[config.mk]
export PLATFORM = sky130hd
export DESIGN_NAME = slbs_sequencer
export DESIGN_NICKNAME = d
export VERILOG_FILES = /design/src/slbs_pkg.sv /design/src/slbs_beeper.sv /design/src/slbs_sequencer.sv
export VERILOG_INCLUDE_DIRS = /design/src
export SDC_FILE = /design/constraint.sdc
export NUM_CORES = 1
export LEC_CHECK = 0
export ABC_AREA = 0
export ABC_CLOCK_PERIOD_IN_PS = 3470
export BUFFER_PORTS_ARGS = -buffer_cell sky130_fd_sc_hd__buf_4
export CORE_MARGIN = 5
export CORE_UTILIZATION = 62
export DETAILED_ROUTE_END_ITERATION = 16
export PLACE_DENSITY_LB_ADDON = 0.2
export SLEW_MARGIN = 10
export SYNTH_ARGS = -nofsm -noshare
export SYNTH_HDL_FRONTEND = slang
export SYNTH_HIERARCHICAL = 1
export SYNTH_SLANG_ARGS = --single-unit
export TNS_END_PERCENT = 5
[constraint.sdc]
create_clock -name clock -period 3.47 [get_ports clock]
set_input_delay 0.1735 -clock clock [delete_from_list [all_inputs] [get_ports clock]]
set_output_delay 0.1735 -clock clock [all_outputs]
set_load 0.02 [all_outputs]
[src/slbs_map.svh]
// Purpose: constants for the status LED and beeper sequencer
// Assumes: 100 MHz clock, times counted in millisecond ticks
// Notes: definitions only
`ifndef SLBS_MAP_SVH
`define SLBS_MAP_SVH
`define SLBS_CLK_HZ 100000000
`define SLBS_TICK_HZ 1000
`define SLBS_SHORT_BEEP_MS 500
`define SLBS_LONG_BEEP_MS 1000
`define SLBS_FLASH_MS 500
`define SLBS_POWER_DELAY_MS 3000
`define SLBS_SUSPEND_MS 10000
`define SLBS_STEP_MS 250
`define SLBS_GAP_MS 200
`define SLBS_BLINK_MS 125
`define SLBS_LED_ALL 4'hf
`define SLBS_LED_READY 4'h3
`define SLBS_LED_ONE 4'h1
`define SLBS_LED_OFF 4'h0
`endif

[src/slbs_pkg.sv]
// Purpose: types for the status LED and beeper sequencer
// Assumes: nothing
// Notes: one-hot states
package slbs_pkg;
    typedef enum logic [10:0] {
        SLBS_OFF     = 11'h001,
        SLBS_WAIT    = 11'h002,
        SLBS_FLASH   = 11'h004,
        SLBS_USBHOLD = 11'h008,
        SLBS_IDLE    = 11'h010,
        SLBS_READY   = 11'h020,
        SLBS_CARD    = 11'h040,
        SLBS_SEQ     = 11'h080,
        SLBS_DONE    = 11'h100,
        SLBS_FAIL    = 11'h200,
        SLBS_TAMPER  = 11'h400
    } slbs_state_e;
    typedef enum logic [1:0] {
        SLBS_BEEP_NONE  = 2'h0,
        SLBS_BEEP_SHORT = 2'h1,
        SLBS_BEEP_LONG  = 2'h2,
        SLBS_BEEP_TWO   = 2'h3
    } slbs_beep_e;
endpackage

[src/slbs_beeper.sv]
// Purpose: beeper driver with short, long and double short beeps
// Assumes: tick is a one-cycle millisecond enable
// Notes: a new request restarts the current pattern
`timescale 1ns/1ps
`include "slbs_map.svh"
module slbs_beeper
    import slbs_pkg::*;
(
    // Clock, reset and millisecond tick
    input wire logic clock,
    input wire logic sys_rst,
    input wire logic tick,
    // Request
    input wire logic req,
    input wire slbs_beep_e kind,
    // Output
    output logic beep,
    output logic busy
);
    logic [13:0] cnt_ff;
    logic [1:0] phase_ff;
    logic beep_ff;

    assign beep = beep_ff;
    assign busy = (phase_ff != 2'h0);

    // Phase 3 first short beep, 2 gap, 1 final beep
    always_ff @(posedge clock or posedge sys_rst) begin
        if (sys_rst) begin
            cnt_ff <= 14'h0;
            phase_ff <= 2'h0;
            beep_ff <= 1'b0;
        end else if (req && kind != SLBS_BEEP_NONE) begin
            beep_ff <= 1'b1;
            phase_ff <= (kind == SLBS_BEEP_TWO) ? 2'h3 : 2'h1;
            cnt_ff <= (kind == SLBS_BEEP_LONG) ? 14'(`SLBS_LONG_BEEP_MS) :
                14'(`SLBS_SHORT_BEEP_MS);
        end else if (tick && phase_ff != 2'h0) begin
            if (cnt_ff > 14'h1) begin
                cnt_ff <= cnt_ff - 14'h1;
            end else if (phase_ff == 2'h3) begin
                phase_ff <= 2'h2;
                beep_ff <= 1'b0;
                cnt_ff <= 14'(`SLBS_GAP_MS);
            end else if (phase_ff == 2'h2) begin
                phase_ff <= 2'h1;
                beep_ff <= 1'b1;
                cnt_ff <= 14'(`SLBS_SHORT_BEEP_MS);
            end else begin
                phase_ff <= 2'h0;
                beep_ff <= 1'b0;
                cnt_ff <= 14'h0;
            end
        end
    end

    property p_beep_busy;
        @(posedge clock) disable iff (sys_rst) beep_ff |-> busy;
    endproperty
    a_beep_busy: assert property (p_beep_busy) else $error("beep without busy");
endmodule

[src/slbs_sequencer.sv]
// Purpose: LED, barcode light and beeper sequencer of a card reader
// Assumes: event inputs are one-cycle pulses synchronous to clock
// Notes: all timing from a millisecond tick divider
`timescale 1ns/1ps
`include "slbs_map.svh"
module slbs_sequencer
    import slbs_pkg::*;
#(
    parameter int CLK_HZ = `SLBS_CLK_HZ,
    parameter int TICK_HZ = `SLBS_TICK_HZ,
    parameter int POWER_DELAY_MS = `SLBS_POWER_DELAY_MS,
    parameter int SUSPEND_MS = `SLBS_SUSPEND_MS
) (
    // Clock and reset
    input wire logic clock,
    input wire logic sys_rst,
    // Power and host status levels
    input wire logic usb_power,
    input wire logic serial_power,
    input wire logic usb_host_attach,
    input wire logic usb_suspend,
    input wire logic host_connected,
    input wire logic barcode_reader_fitted,
    input wire logic barcode_reader_enabled,
    input wire logic event_notify_mode,
    input wire logic tamper,
    // Transaction event pulses
    input wire logic armed,
    input wire logic card_detect,
    input wire logic read_success,
    input wire logic read_fail,
    input wire logic txn_cancel,
    input wire logic txn_done,
    // Indicators
    output logic [3:0] led,
    output logic barcode_reader_light,
    output logic beeper
);
    localparam int TICK_DIV = (CLK_HZ / TICK_HZ < 1) ? 1 : CLK_HZ / TICK_HZ;

    slbs_state_e state_ff;
    slbs_state_e nxt_state;
    logic [16:0] div_ff;
    logic tick;
    logic [13:0] tmr_ff;
    logic [13:0] nxt_tmr;
    logic [1:0] step_ff;
    logic [6:0] blink_ff;
    logic blink_on_ff;
    logic [3:0] led_ff;
    logic bcl_ff;
    logic beep_req;
    slbs_beep_e beep_kind;
    logic powered;
    logic usb_pwr_only_ff;

    assign powered = usb_power | serial_power;
    assign tick = (div_ff == 17'(TICK_DIV - 1));

    // Millisecond tick divider
    always_ff @(posedge clock or posedge sys_rst) begin
        if (sys_rst) begin
            div_ff <= 17'h0;
        end else if (tick) begin
            div_ff <= 17'h0;
        end else begin
            div_ff <= div_ff + 17'h1;
        end
    end

    // Blink phase for the tamper pattern
    always_ff @(posedge clock or posedge sys_rst) begin
        if (sys_rst) begin
            blink_ff <= 7'h0;
            blink_on_ff <= 1'b0;
        end else if (tick) begin
            if (blink_ff == 7'(`SLBS_BLINK_MS - 1)) begin
                blink_ff <= 7'h0;
                blink_on_ff <= ~blink_on_ff;
            end else begin
                blink_ff <= blink_ff + 7'h1;
            end
        end
    end

    // Remember whether power came from USB alone, for suspend handling
    always_ff @(posedge clock or posedge sys_rst) begin
        if (sys_rst) begin
            usb_pwr_only_ff <= 1'b0;
        end else if (state_ff == SLBS_OFF) begin
            usb_pwr_only_ff <= usb_power & ~serial_power;
        end
    end

    // Main state machine and its timer
    always_comb begin
        nxt_state = state_ff;
        nxt_tmr = tmr_ff;
        beep_req = 1'b0;
        beep_kind = SLBS_BEEP_NONE;
        if (tick && tmr_ff != 14'h0) begin
            nxt_tmr = tmr_ff - 14'h1;
        end
        case (state_ff)
            SLBS_OFF: begin
                if (powered) begin
                    nxt_state = SLBS_WAIT;
                    nxt_tmr = 14'(POWER_DELAY_MS);
                end
            end
            SLBS_WAIT: begin
                if (usb_host_attach || (tick && tmr_ff == 14'h1)) begin
                    nxt_state = SLBS_FLASH;
                    nxt_tmr = 14'(`SLBS_FLASH_MS);
                    beep_req = 1'b1;
                    beep_kind = SLBS_BEEP_SHORT;
                end
            end
            SLBS_FLASH: begin
                if (tick && tmr_ff == 14'h1) begin
                    nxt_state = SLBS_USBHOLD;
                    nxt_tmr = 14'(SUSPEND_MS);
                end
            end
            SLBS_USBHOLD: begin
                // Only a suspended port dims the display
                if (!usb_suspend || !usb_pwr_only_ff) begin
                    nxt_state = SLBS_READY;
                end else if (tick && tmr_ff == 14'h1) begin
                    nxt_state = SLBS_IDLE;
                end
            end
            SLBS_IDLE: begin
                // Serial supply alone never wakes the display
                if (host_connected && !usb_suspend) begin
                    nxt_state = SLBS_READY;
                end
            end
            SLBS_READY: begin
                if (card_detect || armed) begin
                    nxt_state = SLBS_CARD;
                end
            end
            SLBS_CARD: begin
                if (read_success) begin
                    nxt_state = SLBS_SEQ;
                    nxt_tmr = 14'(`SLBS_STEP_MS);
                end else if (read_fail || txn_cancel) begin
                    nxt_state = SLBS_FAIL;
                    beep_req = 1'b1;
                    beep_kind = SLBS_BEEP_TWO;
                    nxt_tmr = 14'(2 * `SLBS_SHORT_BEEP_MS + `SLBS_GAP_MS);
                end
            end
            SLBS_SEQ: begin
                if (tick && tmr_ff == 14'h1) begin
                    nxt_tmr = 14'(`SLBS_STEP_MS);
                    if (step_ff == 2'h3) begin
                        nxt_state = SLBS_DONE;
                        nxt_tmr = 14'(`SLBS_LONG_BEEP_MS);
                        beep_req = 1'b1;
                        beep_kind = SLBS_BEEP_LONG;
                    end
                end
            end
            SLBS_DONE: begin
                if (txn_done || (tick && tmr_ff == 14'h1)) begin
                    nxt_state = SLBS_READY;
                end
            end
            SLBS_FAIL: begin
                if (tick && tmr_ff == 14'h1) begin
                    nxt_state = SLBS_READY;
                end
            end
            SLBS_TAMPER: begin
                if (!tamper) begin
                    nxt_state = SLBS_READY;
                end
            end
            default: nxt_state = SLBS_OFF;
        endcase
        if (!powered) begin
            nxt_state = SLBS_OFF;
            nxt_tmr = 14'h0;
        end else if (tamper && state_ff != SLBS_OFF && state_ff != SLBS_WAIT) begin
            nxt_state = SLBS_TAMPER;
        end
    end

    always_ff @(posedge clock or posedge sys_rst) begin
        if (sys_rst) begin
            state_ff <= SLBS_OFF;
            tmr_ff <= 14'h0;
        end else begin
            state_ff <= nxt_state;
            tmr_ff <= nxt_tmr;
        end
    end

    // Step through LEDs one to four during success
    always_ff @(posedge clock or posedge sys_rst) begin
        if (sys_rst) begin
            step_ff <= 2'h0;
        end else if (state_ff != SLBS_SEQ) begin
            step_ff <= 2'h0;
        end else if (tick && tmr_ff == 14'h1 && step_ff != 2'h3) begin
            step_ff <= step_ff + 2'h1;
        end
    end

    // LED and barcode light patterns, registered
    always_ff @(posedge clock or posedge sys_rst) begin
        if (sys_rst) begin
            led_ff <= `SLBS_LED_OFF;
            bcl_ff <= 1'b0;
        end else begin
            bcl_ff <= powered & barcode_reader_fitted & barcode_reader_enabled;
            case (state_ff)
                SLBS_FLASH: led_ff <= `SLBS_LED_ALL;
                SLBS_USBHOLD: led_ff <= `SLBS_LED_READY;
                SLBS_READY: led_ff <= `SLBS_LED_READY;
                SLBS_CARD: led_ff <= `SLBS_LED_ONE;
                // Progress LEDs fill one to four, the same after card or armed starts, and lead into the result LED
                SLBS_SEQ: led_ff <= 4'((5'h2 << step_ff) - 5'h1);
                SLBS_DONE: led_ff <= `SLBS_LED_ALL;
                SLBS_FAIL: led_ff <= `SLBS_LED_ONE;
                SLBS_TAMPER: led_ff <= blink_on_ff ? `SLBS_LED_ALL : `SLBS_LED_OFF;
                default: led_ff <= `SLBS_LED_OFF;
            endcase
        end
    end

    assign led = led_ff;
    assign barcode_reader_light = bcl_ff;

    slbs_beeper u_beeper (
        .clock(clock),
        .sys_rst(sys_rst),
        .tick(tick),
        .req(beep_req),
        .kind(beep_kind),
        .beep(beeper),
        .busy()
    );

    property p_dark_unpowered;
        @(posedge clock) disable iff (sys_rst) !powered ##1 !powered |=> led == 4'h0;
    endproperty
    a_dark_unpowered: assert property (p_dark_unpowered) else $error("lit without power");

    property p_power_wait;
        @(posedge clock) disable iff (sys_rst)
            state_ff == SLBS_OFF && powered |=> state_ff == SLBS_WAIT;
    endproperty
    a_power_wait: assert property (p_power_wait) else $error("no wait on power");

    property p_flash_all;
        @(posedge clock) disable iff (sys_rst)
            state_ff == SLBS_FLASH && powered && !tamper |=> led == 4'hf;
    endproperty
    a_flash_all: assert property (p_flash_all) else $error("flash not all LEDs");

    property p_ready_leds;
        @(posedge clock) disable iff (sys_rst) state_ff == SLBS_READY |=> led == 4'h3;
    endproperty
    a_ready_leds: assert property (p_ready_leds) else $error("ready pattern wrong");

    property p_card_led;
        @(posedge clock) disable iff (sys_rst) state_ff == SLBS_CARD |=> led == 4'h1;
    endproperty
    a_card_led: assert property (p_card_led) else $error("card pattern wrong");

    property p_fail_beep;
        @(posedge clock) disable iff (sys_rst)
            state_ff == SLBS_CARD && powered && !tamper && !read_success &&
            read_fail |=> state_ff == SLBS_FAIL && beeper;
    endproperty
    a_fail_beep: assert property (p_fail_beep) else $error("no beep on failure");

    property p_idle_stays;
        @(posedge clock) disable iff (sys_rst)
            state_ff == SLBS_IDLE && !host_connected && powered && !tamper |=>
            state_ff == SLBS_IDLE;
    endproperty
    a_idle_stays: assert property (p_idle_stays) else $error("idle left");

    property p_ready_stays;
        @(posedge clock) disable iff (sys_rst)
            state_ff == SLBS_READY && !card_detect && !armed && powered && !tamper |=>
            state_ff == SLBS_READY;
    endproperty
    a_ready_stays: assert property (p_ready_stays) else $error("ready left");

    property p_done_ready;
        @(posedge clock) disable iff (sys_rst)
            state_ff == SLBS_DONE && txn_done && powered && !tamper |=>
            state_ff == SLBS_READY;
    endproperty
    a_done_ready: assert property (p_done_ready) else $error("no return to ready");
endmodule

* Word-level counts from Yosys, hierarchy flattened
Cells that the tools add are included.
** Operators by class
- Add/subtract/negate cells :: 6
- Equality and inequality tests :: 35
- Bitwise operators :: 6
- Reduce and logical (&&, ||, !) cells :: 26
- Shifts and indexed selects :: 1
- Multiplexer cells :: 60
- $lt $le $gt $ge :: 1
** Operator list (number)
- two-way mux 11 bit :: 15
- two-way mux 14 bit :: 11
- one-hot mux 11 bit (11 select lines) :: 1
- one-hot mux 14 bit (5 select lines) :: 1
- inequality test 4 bit, second input constant :: 9
- subtractor 14 x 1 -> 14 bit, second input constant :: 2
- two-way mux 2 bit :: 11
- two-way mux 10 bit :: 2
- one-hot mux 4 bit (5 select lines) :: 1
- adder 17 x 1 -> 17 bit, second input constant :: 1
- equality test 17 bit, second input constant :: 1
- two-way mux 17 bit :: 1
- equality test 14 x 1 -> 1 bit, second input constant :: 1
- greater-than comparator 14 x 1 -> 1 bit, second input constant :: 1
- nonzero test 14 bit :: 1
- two-way mux 1 bit :: 12
- equality test 11 x 1 -> 1 bit, second input constant :: 1
- equality test 11 x 10 -> 1 bit, second input constant :: 1
- equality test 11 bit, second input constant :: 1
- equality test 11 x 2 -> 1 bit, second input constant :: 1
- equality test 11 x 3 -> 1 bit, second input constant :: 1
- equality test 11 x 4 -> 1 bit, second input constant :: 1
- equality test 11 x 5 -> 1 bit, second input constant :: 1
- equality test 11 x 6 -> 1 bit, second input constant :: 1
- other kinds (30) :: 56
** Word-level totals
- Input bits :: 17
- Word-level logic and storage cells :: 147
- Register bits :: 75
- Output and inout port bits :: 6

* Logic depth before layout (Yosys ltp)
Gate-level depths: netlist of the first run.
- Depth after elaboration :: 9
- Gate-level depth with buffers :: 12
- Gate-level depth less buffers :: 10

* Hierarchy
The synthesis of the first run kept the hierarchy.
** Modules (own cells, without submodules)
- slbs_sequencer :: times used 1, cells each 436, sequential area each 1452.6 um^2, area each 3777.4 um^2
- slbs_beeper :: times used 1, cells each 123, sequential area each 400.4 um^2, area each 1064.8 um^2

* Worst setup path before layout of the first run
Ideal clock, no wire load.
- Path type :: register -> register
- From :: register state_ff[0]
- To :: register u_beeper.cnt_ff[12]
- Setup slack :: 263 ps
- Arrival time :: 3129 ps
- Required time :: 3392 ps
- Cell stages (with the launch flop) :: 12
- Buffers on the path :: 3
- Library setup time :: 78 ps
- Period minus slack after synthesis :: 3207 ps
- Cells stage by stage :: dfstp_2 -> clkbuf_1 -> or4_1 -> buf_2 -> nor3_1 -> nand2_1 -> nand3_1 -> clkbuf_1 -> o21a_1 -> o2111ai_2 -> or4_1 -> a21oi_1
** Between the ends
- Elaborated cells between the ends (all ways) :: 9
- Those cells by class :: eq/ne (3); mux (3); reduce/logical (3)
** RTL lines
- start, declared :: RTL line slbs_sequencer.sv:41 : slbs_state_e state_ff;
- start signal, assigned :: RTL line slbs_sequencer.sv:196 : state_ff <= nxt_state;
- equality test 11 x 8 -> 1 bit, or another cell as far along :: RTL line slbs_sequencer.sv:104 : case (state_ff)
- one-hot mux 1 bit (3 select lines) (*) :: RTL line slbs_sequencer.sv:104
- named net beep_req :: RTL line slbs_sequencer.sv:52 : logic beep_req;
- logical AND 1 bit (*) :: RTL line slbs_beeper.sv:33 : end else if (req && kind != SLBS_BEEP_NONE) begin
- two-way mux 14 bit or nonzero test 2 bit (tied branches)
- end signal, assigned :: RTL line slbs_beeper.sv:36 : cnt_ff <= (kind == SLBS_BEEP_LONG) ? 14'(`SLBS_LONG_BEEP_MS) :
- end signal, assigned :: RTL line slbs_beeper.sv:40 : cnt_ff <= cnt_ff - 14'h1;
- end signal, assigned :: RTL line slbs_beeper.sv:44 : cnt_ff <= 14'(`SLBS_GAP_MS);
- end, declared :: RTL line slbs_beeper.sv:20 : logic [13:0] cnt_ff;
The timed path passes the listed nets; every way through them passes the cells marked *.
A chain may end at the register's enable or synchronous reset.

* Worst setup path after layout of the first run
- From :: register div_ff[0]
- To :: register u_beeper.cnt_ff[4]
** Between the ends
- Cells in the longest elaborated chain, start to end :: 8
- Elaborated cells between the ends (all ways) :: 16
- Those cells by class :: eq/ne (2); mux (8); reduce/logical (6)
** RTL lines
- start, declared :: RTL line slbs_sequencer.sv:43 : logic [16:0] div_ff;
- start signal, assigned :: RTL line slbs_sequencer.sv:67 : div_ff <= div_ff + 17'h1;
- equality test 17 bit (*) :: RTL line slbs_sequencer.sv:58 : assign tick = (div_ff == 17'(TICK_DIV - 1));
- logical AND 1 bit (*) :: RTL line slbs_sequencer.sv:112, slbs_sequencer.sv:156
- logical OR 1 bit :: RTL line slbs_sequencer.sv:112 : if (usb_host_attach || (tick && tmr_ff == 14'h1)) begin
- two-way mux 1 bit :: RTL line slbs_sequencer.sv:112
- one-hot mux 2 bit (3 select lines) (*) :: RTL line slbs_sequencer.sv:104
- named net beep_kind[0] :: RTL line slbs_sequencer.sv:53 : slbs_beep_e beep_kind;
- equality test 2 bit or nonzero test 2 bit (tied branches) :: RTL line slbs_beeper.sv:36, slbs_beeper.sv:33
- two-way mux 10 bit or logical AND 1 bit (tied branches) :: RTL line slbs_beeper.sv:36, slbs_beeper.sv:33
- two-way mux 14 bit or nonzero test 2 bit (tied branches)
Marks and branches as above.

==> impl_metrics.csv, run 1 <==
group,metric,value,unit
drt,routedWlPerCell,17.7,microns
setup_path,slowest_delay,0.46,ns
sta,max_freq,0.326,GHz
placed_design,post-dp-hpwl,8790,microns
clock_tree,cts_tree,"built",
sta,slew_headroom,26.1,%
global_routing,grt_pass1_vias,4167,
setup_path,path_cells,"ha_1, and4_1, nand4_1, nor2_1, buf_4, o21ai_1, nand2_1, buf_4, o21ai_1, nand2_1, o21ai_0, o21ai_0",
cells_and_area,drive_gt1_share,13.2,%
floorplanning,io_pins,23,
sta,fin_setup_tns,0,ns
sta,clock_skew,0.0144,ns
setup_path,path_max_fanout,8,
setup_path,critPathKind,"reg2reg",
floorplanning,die_x,98.3,microns
setup_path,cp_slowest_cell,"o21ai_1",
clock_tree,clk_latency,0.36,ns
setup_path,critPathCaptureType,"register",
sta,rsz0062_at_grt,"no",
sta,post-route-min-period,3.06,ns
sta,slew_violations,0,
global_routing,grt_pass1_wl,20500,microns
setup_path,ff2ff_setup_slack,0.41,ns
clock_tree,cts_buffer_depth,2,
clock_tree,clkTransAtPathRegs,0.09,ns
clock_tree,clkSinkCount,74,
power_and_ir_drop,p_leak,2.19,nW
placed_design,place_congestion,0.987,
clock_tree,cts_buffers,9,
cells_and_area,finalNetCount,607,
drt,detail-route-antenna-nets,0,
sta,period_share,88.3,%
setup_path,arrival,3.30,ns
power_and_ir_drop,ir_drop,290,uV
clock_tree,htree_levels,3,
floorplanning,die_h,98.3,microns
yosys,netlist_instances,558,
clock_tree,cts.repair.resized,0,
setup_path,crit_family,"compound AO/OA/AOI/OAI gates",
drt,dr.first_iter.drc_count,469,
cells_and_area,n_antenna_cell,0,
yosys,netlist_area,4840,sq um
global_routing,antenna_found_initial,0,
sta,worst_pin_slew,1.10,ns
sta,setup_violations,0,
floorplanning,start_util,63.2,%
global_routing,grt_max_degree,43,
power_and_ir_drop,power_density,542,nW/um^2
cells_and_area,final_core_util,69.5,%
drt,drc,0,
yosys,ys.warnings.count,6,
sta,final_hold_viol_count,0,
clock_tree,cts_setup_buffers,0,
floorplanning,core,7650,sq um
drt,wirelength,12100,microns
placed_design,io_buffer_count,21,
status,outcome,"finished clean",
drt,drt_first_pass_iters,5,
setup_path,critPathRequiredTime,3.71,ns
floorplanning,rows,32,
drt,vias,4461,
cells_and_area,syn_to_final_growth,9.94,%
setup_path,cp-start-kind,"register",
drt,viasPerCell,6.51,
clock_tree,cts_root_buf,"clkbuf_8",
setup_path,cp_num_buf_inv,2,
global_routing,grt_usage,25.7,%
run,drv_cap,0,
global_routing,grt.overflow.total,0,
clock_tree,hold_buffers,1,
yosys,syn_avg_cell_area,8.67,sq um
hold_path,holdCritPathClass,"in2reg",
yosys,syn_nets,587,
power_and_ir_drop,p_total,2.88,mW
floorplanning,fp.dieArea,9670,sq um
[routing by layer]
| metal | share of wire (%) | GRT usage, % | up-vias | wire [microns] |
|---|---|---|---|---|
| met5 | 0 | 0 | - | 0 |
| met4 | 1.2 | 7.35 | 0 | 146 |
| met3 | 8.1 | 4.00 | 16 | 988 |
| met2 | 46 | 39.8 | 194 | 5560 |
| met1 | 45 | 37.5 | 2146 | 5430 |
| li1 | - | - | 2105 | - |
[path summary, 6_finish.rpt]
path / startpoint / to / cells past startpoint
setup / recovery: div_ff[0] / u_beeper/cnt_ff[4] / 12
hold / removal: barcode_reader_fitted / barcode_reader_light / 2
setup reg to reg: div_ff[0] / u_beeper/cnt_ff[4] / 12
hold reg to reg: u_beeper/cnt_ff[13] / u_beeper/cnt_ff[13] / 1
max in group asynchronous: sys_rst / state_ff[0] / 4
min in group asynchronous: sys_rst / u_beeper/cnt_ff[7] / 3
[power by group]
| group | switching, mW | internal [mW] |
|---|---|---|
| combinational | 0.609 | 0.420 |
| sequential | 0.157 | 0.974 |
| clock | 0.375 | 0.346 |
| total | 1.14 | 1.74 |
[layout by cell type, fill, tap and decap left out, drive strengths merged, types with 8 or more instances in the layout]
cell,instances
dfrtp,73
ha,12
nand2,53
xnor2,18
inv,20
nand2b,8
o21ai,47
nand3,31
a211oi,9
nor4,16
clkbuf,9
nor3,23
a21oi,25
nor2,48
or3,12
nand4,16
xor2,15
buf,34
[cell type report]
| cell class | instances | area (sq um) |
|---|---|---|
| flip-flops and latches | 74 | 1850 |
| repair buffers | 35 | 265 |
| clock buffers | 9 | 124 |
| well taps | 102 | 128 |
| inverters | 16 | 60.1 |
| multi-input cells | 442 | 2800 |
| clock inverters | 7 | 83.8 |
| fillers | 621 | 2330 |
[sequential cells by signal (all words and copies together), names as in the netlist]
register / cells
blink_ff: 7
u_beeper/cnt_ff: 14
led: 4
u_beeper/phase_ff: 2
blink_on_ff: 1
div_ff: 17
state_ff: 11
barcode_reader_light: 1
usb_pwr_only_ff: 1
step_ff: 2
tmr_ff: 14
[stage by stage]
stage          worst slack (ns)  hold slack, ns  instance area (sq um)  cells
3_5_place_dp              0.483           0.306                   5100    668
3_3_place_gp              0.483           0.289                   5100    668
5_1_grt                   0.177          0.0541                   5320    685
2_1_floorplan             0.263          0.0872                   4840    558
6_report                  0.405          0.0409                   5320    685
4_1_cts                   0.456          0.0377                   5320    685
Power figures use the tool's default switching activity.
==> run 2: changes to the inputs <==
Settings changed: GPL_TIMING_DRIVEN set to 0, RECOVER_POWER set to 25.
==> impl_metrics.csv, run 2 (synthesis gave the netlist of run 1 again) <==
group,metric,value,unit
drt,viasPerCell,6.56,
setup_path,critPathCaptureType,"register",
placed_design,pre_cts_ws,-0.463,ns
floorplanning,start_util,63.2,%
cells_and_area,layout.cells.non_filler,697,
sta,hold_slack,0.0414,ns
cells_and_area,syn_to_final_growth,11.9,%
sta,slew_headroom,32.8,%
sta,period_share,99.7,%
cells_and_area,drive_gt1_share,13.3,%
drt,routedWlPerCell,18.1,microns
setup_path,critPathRequiredTime,3.76,ns
floorplanning,die_h,98.3,microns
floorplanning,fp.dieArea,9670,sq um
drt,highest_layer,"met4",
clock_tree,cts_tree,"built",
sta,max_freq,0.289,GHz
sta,setup_violations,0,
sta,rsz0062_at_grt,"yes",
cells_and_area,nFillCells,615,
drt,dr.first_iter.drc_count,445,
cells_and_area,largest_reg_flops,17,
sta,slew_violations,0,
global_routing,grt_max_degree,35,
drt,route.met3.wl,895,microns
power_and_ir_drop,p_comb_share,37.8,%
power_and_ir_drop,p_leak,2.21,nW
cells_and_area,finalNetCount,620,
drt,drt_first_pass_iters,5,
clock_tree,cts_buffers,9,
clock_tree,clkSinkCount,74,
hold_path,holdCritPathClass,"in2reg",
cells_and_area,mostFrequentLayoutCells,"dfrtp_1, nand2_1, nor2_1, o21ai_0, nand3_1",
clock_tree,clkTransAtPathRegs,0.08,ns
global_routing,grt_pass1_wl,21300,microns
clock_tree,htree_levels,3,
drt,vias,4569,
placed_design,place_congestion,0.972,
global_routing,grt.overflow.total,0,
setup_path,arrival,3.75,ns
floorplanning,die_x,98.3,microns
cells_and_area,layout_commonest_cell,"dfrtp_1",
drt,met1_length,5570,microns
floorplanning,rows,32,
global_routing,antenna_found_initial,0,
power_and_ir_drop,seqPwrFrac,37.0,%
setup_path,critPathKind,"reg2reg",
placed_design,placed_area,5140,sq um
drt,routed-wl-met2,5810,microns
power_and_ir_drop,clkPwrFrac,25.2,%
setup_path,cp-start-kind,"register",
power_and_ir_drop,intPower,1.84,mW
run,drv_cap,0,
sta,timing.final.ws_setup,0.0110,ns
cells_and_area,postLayoutCellArea,5410,sq um
power_and_ir_drop,power_density,553,nW/um^2
clock_tree,cts_root_buf,"clkbuf_8",
clock_tree,clk_latency,0.36,ns
drt,drc,0,
placed_design,io_buffer_count,21,
cells_and_area,largest-register,"div_ff",
sta,clock_skew,0.00928,ns
sta,post-route-min-period,3.46,ns
floorplanning,io_pins,23,
cells_and_area,n_antenna_cell,0,
power_and_ir_drop,power_switching,1.15,mW
floorplanning,core,7650,sq um
sta,fin_setup_tns,0,ns
power_and_ir_drop,sw_frac_of_total,38.5,%
drt,detail-route-antenna-nets,0,
setup_path,path_max_fanout,10,
status,outcome,"finished clean",
global_routing,grt_pass1_vias,4410,
sta,worst_pin_slew,1.01,ns
sta,final_hold_viol_count,0,
placed_design,dp.cells,682,
drt,wirelength,12600,microns
power_and_ir_drop,ir_drop,377,uV
placed_design,post-dp-hpwl,9000,microns
cells_and_area,largestRegisters,"div_ff (17), tmr_ff (14), u_beeper/cnt_ff (14)",
global_routing,grt_usage,26.8,%
clock_tree,cts_buffer_depth,2,
==> run 2: cell count changes in the layout (fill, tap and decap cells not counted), moves of 2 or more <==
cell	delta
buf_6	+2
nor3_1	-2
inv_6	-3
clkbuf_1	+17
buf_2	+6
buf_4	-14
nor4_1	-2
clkinv_2	+2
==> run 2: what timing repair did <==
action                                  in CTS  in global routing
endpoints found under the setup margin      10                  9
buffers inserted                             1                  0
hold endpoints to repair                    39                  0
cloned                                       0                  0
pin swaps                                    1                  0
hold buffers                                 1                  0
gates resized for setup                      9                  1
==> run 2: metal layers <==
layer / global-route usage (%) / vias to the layer above
met3: 4.29 / 40
li1: - / 2121
met1: 37.3 / 2216
met5: 0 / -
met4: 12.5 / 0
met2: 41.0 / 192
==> run 2: cell type report <==
cell class / instances / area [sq um] / area share [%]
plain buffers: 24 / 113 / 2.08
inverters: 16 / 60.1 / 1.11
repair buffers: 24 / 191 / 3.54
clock inverters: 5 / 78.8 / 1.46
flip-flops and latches: 74 / 1850 / 34.2
clock buffers: 10 / 138 / 2.54
multi-input cells: 442 / 2850 / 52.7
well taps: 102 / 128 / 2.36
==> run 2: final timing paths <==
| check | depth (start not counted) | slack (ns) | startpoint | to |
|---|---|---|---|---|
| max reg2reg | 11 | 0.01 | state_ff[9] | u_beeper/cnt_ff[12] |
| min | 2 | 0.04 | barcode_reader_fitted | barcode_reader_light |
| min in group asynchronous | 3 | 0.45 | sys_rst | u_beeper/cnt_ff[7] |
| max | 11 | 0.01 | state_ff[9] | u_beeper/cnt_ff[12] |
| min reg2reg | 1 | 0.48 | u_beeper/cnt_ff[13] | u_beeper/cnt_ff[13] |
| max in group asynchronous | 4 | 2.15 | sys_rst | step_ff[1] |
==> run 2: worst max-delay path, cell delays in order, from the launching register on <==
cell	delay (ns)
dfrtp_1	0.36
clkbuf_1	0.20
or3_1	0.52
buf_2	0.26
nor3_2	0.37
o21ai_2	0.22
nand2_1	0.11
clkbuf_1	0.32
o21a_2	0.27
o2111ai_2	0.18
or4_1	0.43
a21oi_1	0.14
==> run 2: per-stage QoR <==
stage / utilization [%] / total power, mW
after floorplan: - / 1.90
after detailed placement: 67.2 / 2.17
final: 70.8 / 2.99
after CTS: 70.8 / 2.96
after global placement: 67.0 / 2.14
after global routing: 70.8 / 3.14
==> run 2: power by group through the flow <==
stage	logic (mW)	clock network, mW	registers (mW)
detailed placement	1.06	0	1.11
global route	1.21	0.807	1.12
finish	1.13	0.754	1.11
CTS	1.09	0.772	1.10
floorplan	0.810	0	1.09
global placement	1.03	0	1.10
==> run 3: changes to the inputs <==
Settings changed: SYNTH_HIERARCHICAL 1 to not set.
==> impl_metrics.csv, run 3 <==
group,metric,value,unit
yosys,ys_top_cells_by_count,"dfrtp_1, nor2_1, nand2_1",
setup_path,path_max_fanout,10,
floorplanning,rows,32,
power_and_ir_drop,intPower,1.79,mW
drt,detail-route-antenna-nets,0,
placed_design,post-dp-hpwl,8750,microns
status,outcome,"finished clean",
yosys,syn_nets,552,
sta,fin_setup_tns,0,ns
setup_path,cp_slowest_cell,"nor4b_1",
sta,timing.final.ws_setup,0.773,ns
clock_tree,cts_setup_buffers,0,
cells_and_area,finalNetCount,585,
floorplanning,die_h,98.2,microns
sta,final_hold_viol_count,0,
power_and_ir_drop,sw_frac_of_total,38.2,%
clock_tree,htree_levels,3,
global_routing,grt_max_degree,54,
clock_tree,cts_root_buf,"clkbuf_8",
floorplanning,start_util,63.1,%
power_and_ir_drop,ir_drop,296,uV
global_routing,grt_pass1_vias,4168,
cells_and_area,layout_commonest_cell,"dfrtp_1",
yosys,netlist.area_leader.share,37.9,%
sta,rsz0062_at_grt,"no",
floorplanning,io_pins,23,
setup_path,slowest_delay,0.57,ns
yosys,synth_seq_cells,74,
cells_and_area,regArea,1850,sq um
placed_design,dp.cells,646,
cells_and_area,largest-register,"div_ff",
power_and_ir_drop,seqPwrFrac,39.6,%
sta,max_freq,0.371,GHz
sta,period_share,77.7,%
sta,clock_skew,0.0143,ns
drt,routedWlPerCell,18.2,microns
yosys,synth_ff_type,"dfrtp_1",
run,drv_cap,0,
drt,vias,4351,
power_and_ir_drop,power_density,543,nW/um^2
yosys,synth_top_area_cell,"dfrtp_1",
drt,drt_first_pass_iters,5,
cells_and_area,mostFrequentLayoutCells,"dfrtp_1, nor2_1, nand2_1, o21ai_0, a21oi_1",
cells_and_area,n_antenna_cell,0,
sta,slew_headroom,15.3,%
setup_path,critPathRequiredTime,3.71,ns
clock_tree,cts_buffers,9,
setup_path,arrival,2.94,ns
cells_and_area,nFillCells,616,
hold_path,holdCritPathClass,"in2reg",
power_and_ir_drop,power_switching,1.10,mW
power_and_ir_drop,p_leak,2.20,nW
global_routing,grt_usage,25.9,%
clock_tree,clkTransAtPathRegs,0.09,ns
drt,viasPerCell,6.56,
yosys,netlist_area,4830,sq um
global_routing,grt.overflow.total,0,
placed_design,pre_cts_ws,0.894,ns
clock_tree,cts.repair.resized,0,
cells_and_area,syn_to_final_growth,10.5,%
clock_tree,clkSinkCount,74,
power_and_ir_drop,clkPwrFrac,25.9,%
power_and_ir_drop,p_comb_share,34.4,%
setup_path,critPathCaptureType,"register",
sta,post-route-min-period,2.70,ns
drt,dr.first_iter.drc_count,324,
floorplanning,fp.dieArea,9650,sq um
yosys,seq_area_frac_synth,38.4,%
cells_and_area,multi_input_area,2820,sq um
cells_and_area,final_core_util,69.7,%
yosys,netlist_instances,523,
yosys,yosys-top-cells-area,"dfrtp_1, nor2_1, o21ai_0",
yosys,post-synth-top-count-cell,"dfrtp_1",
sta,slew_violations,0,
floorplanning,die_x,98.2,microns
setup_path,cp-start-kind,"register",
drt,drc,0,
cells_and_area,largest_reg_flops,17,
setup_path,path_cells,"buf_2, nor4b_1, nand4_1, nor3_2, o32ai_2, nand2_1, mux2_2",
sta,hold_slack,0.0526,ns
yosys,synth-async-reset-ratio,100,%
placed_design,io_buffer_count,20,
global_routing,antenna_found_initial,0,
yosys,synth_edf_count,0,
sta,setup_violations,0,
cells_and_area,drive_gt1_share,16.0,%
drt,wirelength,12100,microns
cells_and_area,layout.cells.non_filler,663,
yosys,ys.warnings.count,0,
sta,worst_pin_slew,1.27,ns
clock_tree,cts_buffer_depth,2,
clock_tree,cts_tree,"built",
placed_design,place_congestion,0.959,
setup_path,critPathKind,"reg2reg",
global_routing,grt_pass1_wl,20500,microns
floorplanning,core,7650,sq um
clock_tree,clk_latency,0.36,ns
cells_and_area,largestRegisters,"div_ff (17), tmr_ff (14), u_beeper.cnt_ff (14)",
yosys,yosys.cell_types.count,75,
yosys,syn_avg_cell_area,9.23,sq um
[run 3: per-stage QoR]
step / area [sq um] / power, mW
global route: 5330 / 3.06
detailed placement: 5130 / 2.13
finish: 5330 / 2.89
floorplan: 4830 / 1.88
CTS: 5360 / 2.88
global placement: 5100 / 2.10
[run 3: timing repair]
| action | in CTS | in global routing |
|---|---|---|
| setup endpoints to repair | 0 | 0 |
| hold buffers | 1 | 0 |
| hold endpoints to repair | 21 | 0 |
[run 3: power groups by stage]
stage	Clock (mW)	Combinational [mW]	Sequential [mW]
2_1_floorplan	0	0.749	1.13
3_3_place_gp	0	0.945	1.15
3_5_place_dp	0	0.974	1.16
4_1_cts	0.759	0.979	1.14
5_1_grt	0.806	1.09	1.17
6_report	0.750	0.997	1.15
[run 3: logic make-up (layout without fill, tap and decap cells)]
kind of cell | count (synthesis) | count (layout) | share of synthesized area, %
AO/OA/AOI/OAI | 120 | 120 | 16.6
multiplexers | 8 | 8 | 1.69
adder cells (fa/ha/maj) | 12 | 12 | 3.11
buffers and inverters | 32 | 70 | 3.21
AND/OR/NAND/NOR | 247 | 247 | 31.5
flip-flops | 74 | 74 | 38.4
XOR/XNOR | 30 | 30 | 5.44
[run 3: path summary, 6_finish.rpt]
path | startpoint | end | slack (ns) | cells past startpoint
min in group asynchronous | sys_rst | u_beeper.cnt_ff[8] | 0.51 | 3
max | state_ff[4] | u_beeper.cnt_ff[4] | 0.77 | 7
max in group asynchronous | sys_rst | barcode_reader_light | 1.25 | 4
min reg2reg | blink_ff[6] | blink_ff[6] | 0.50 | 1
min | barcode_reader_fitted | barcode_reader_light | 0.05 | 2
max reg2reg | state_ff[4] | u_beeper.cnt_ff[4] | 0.77 | 7
[run 3: worst max-delay path, delay by kind of cell, from the launching register on]
family / cells / cell delay (ns)
buffers and inverters: 1 / 0.19
muxes: 1 / 0.35
AOI/OAI and AO/OA: 1 / 0.25
DFF: 1 / 0.41
and+or+nand+nor: 4 / 1.37
[run 3: area by class of cell]
| class | count | area share, % |
|---|---|---|
| clock buffer | 10 | 2.39 |
| multi-input combinational | 417 | 52.8 |
| tap | 102 | 2.39 |
| buffer | 18 | 1.92 |
| inverter | 14 | 1.01 |
| sequential | 74 | 34.7 |
| timing repair buffer | 22 | 3.03 |
| clock inverter | 6 | 1.69 |
[run 3: metal layers]
metal  vias up  GRT usage [%]  wire length, microns  share of wire [%]
li1       2011              -                     -                  -
met5         -              0                     0                  0
met1      2127           36.0                  5160                 43
met2       191           41.1                  5890                 49
met4         0           8.19                   195                1.6
met3        22           4.86                   842                7.0
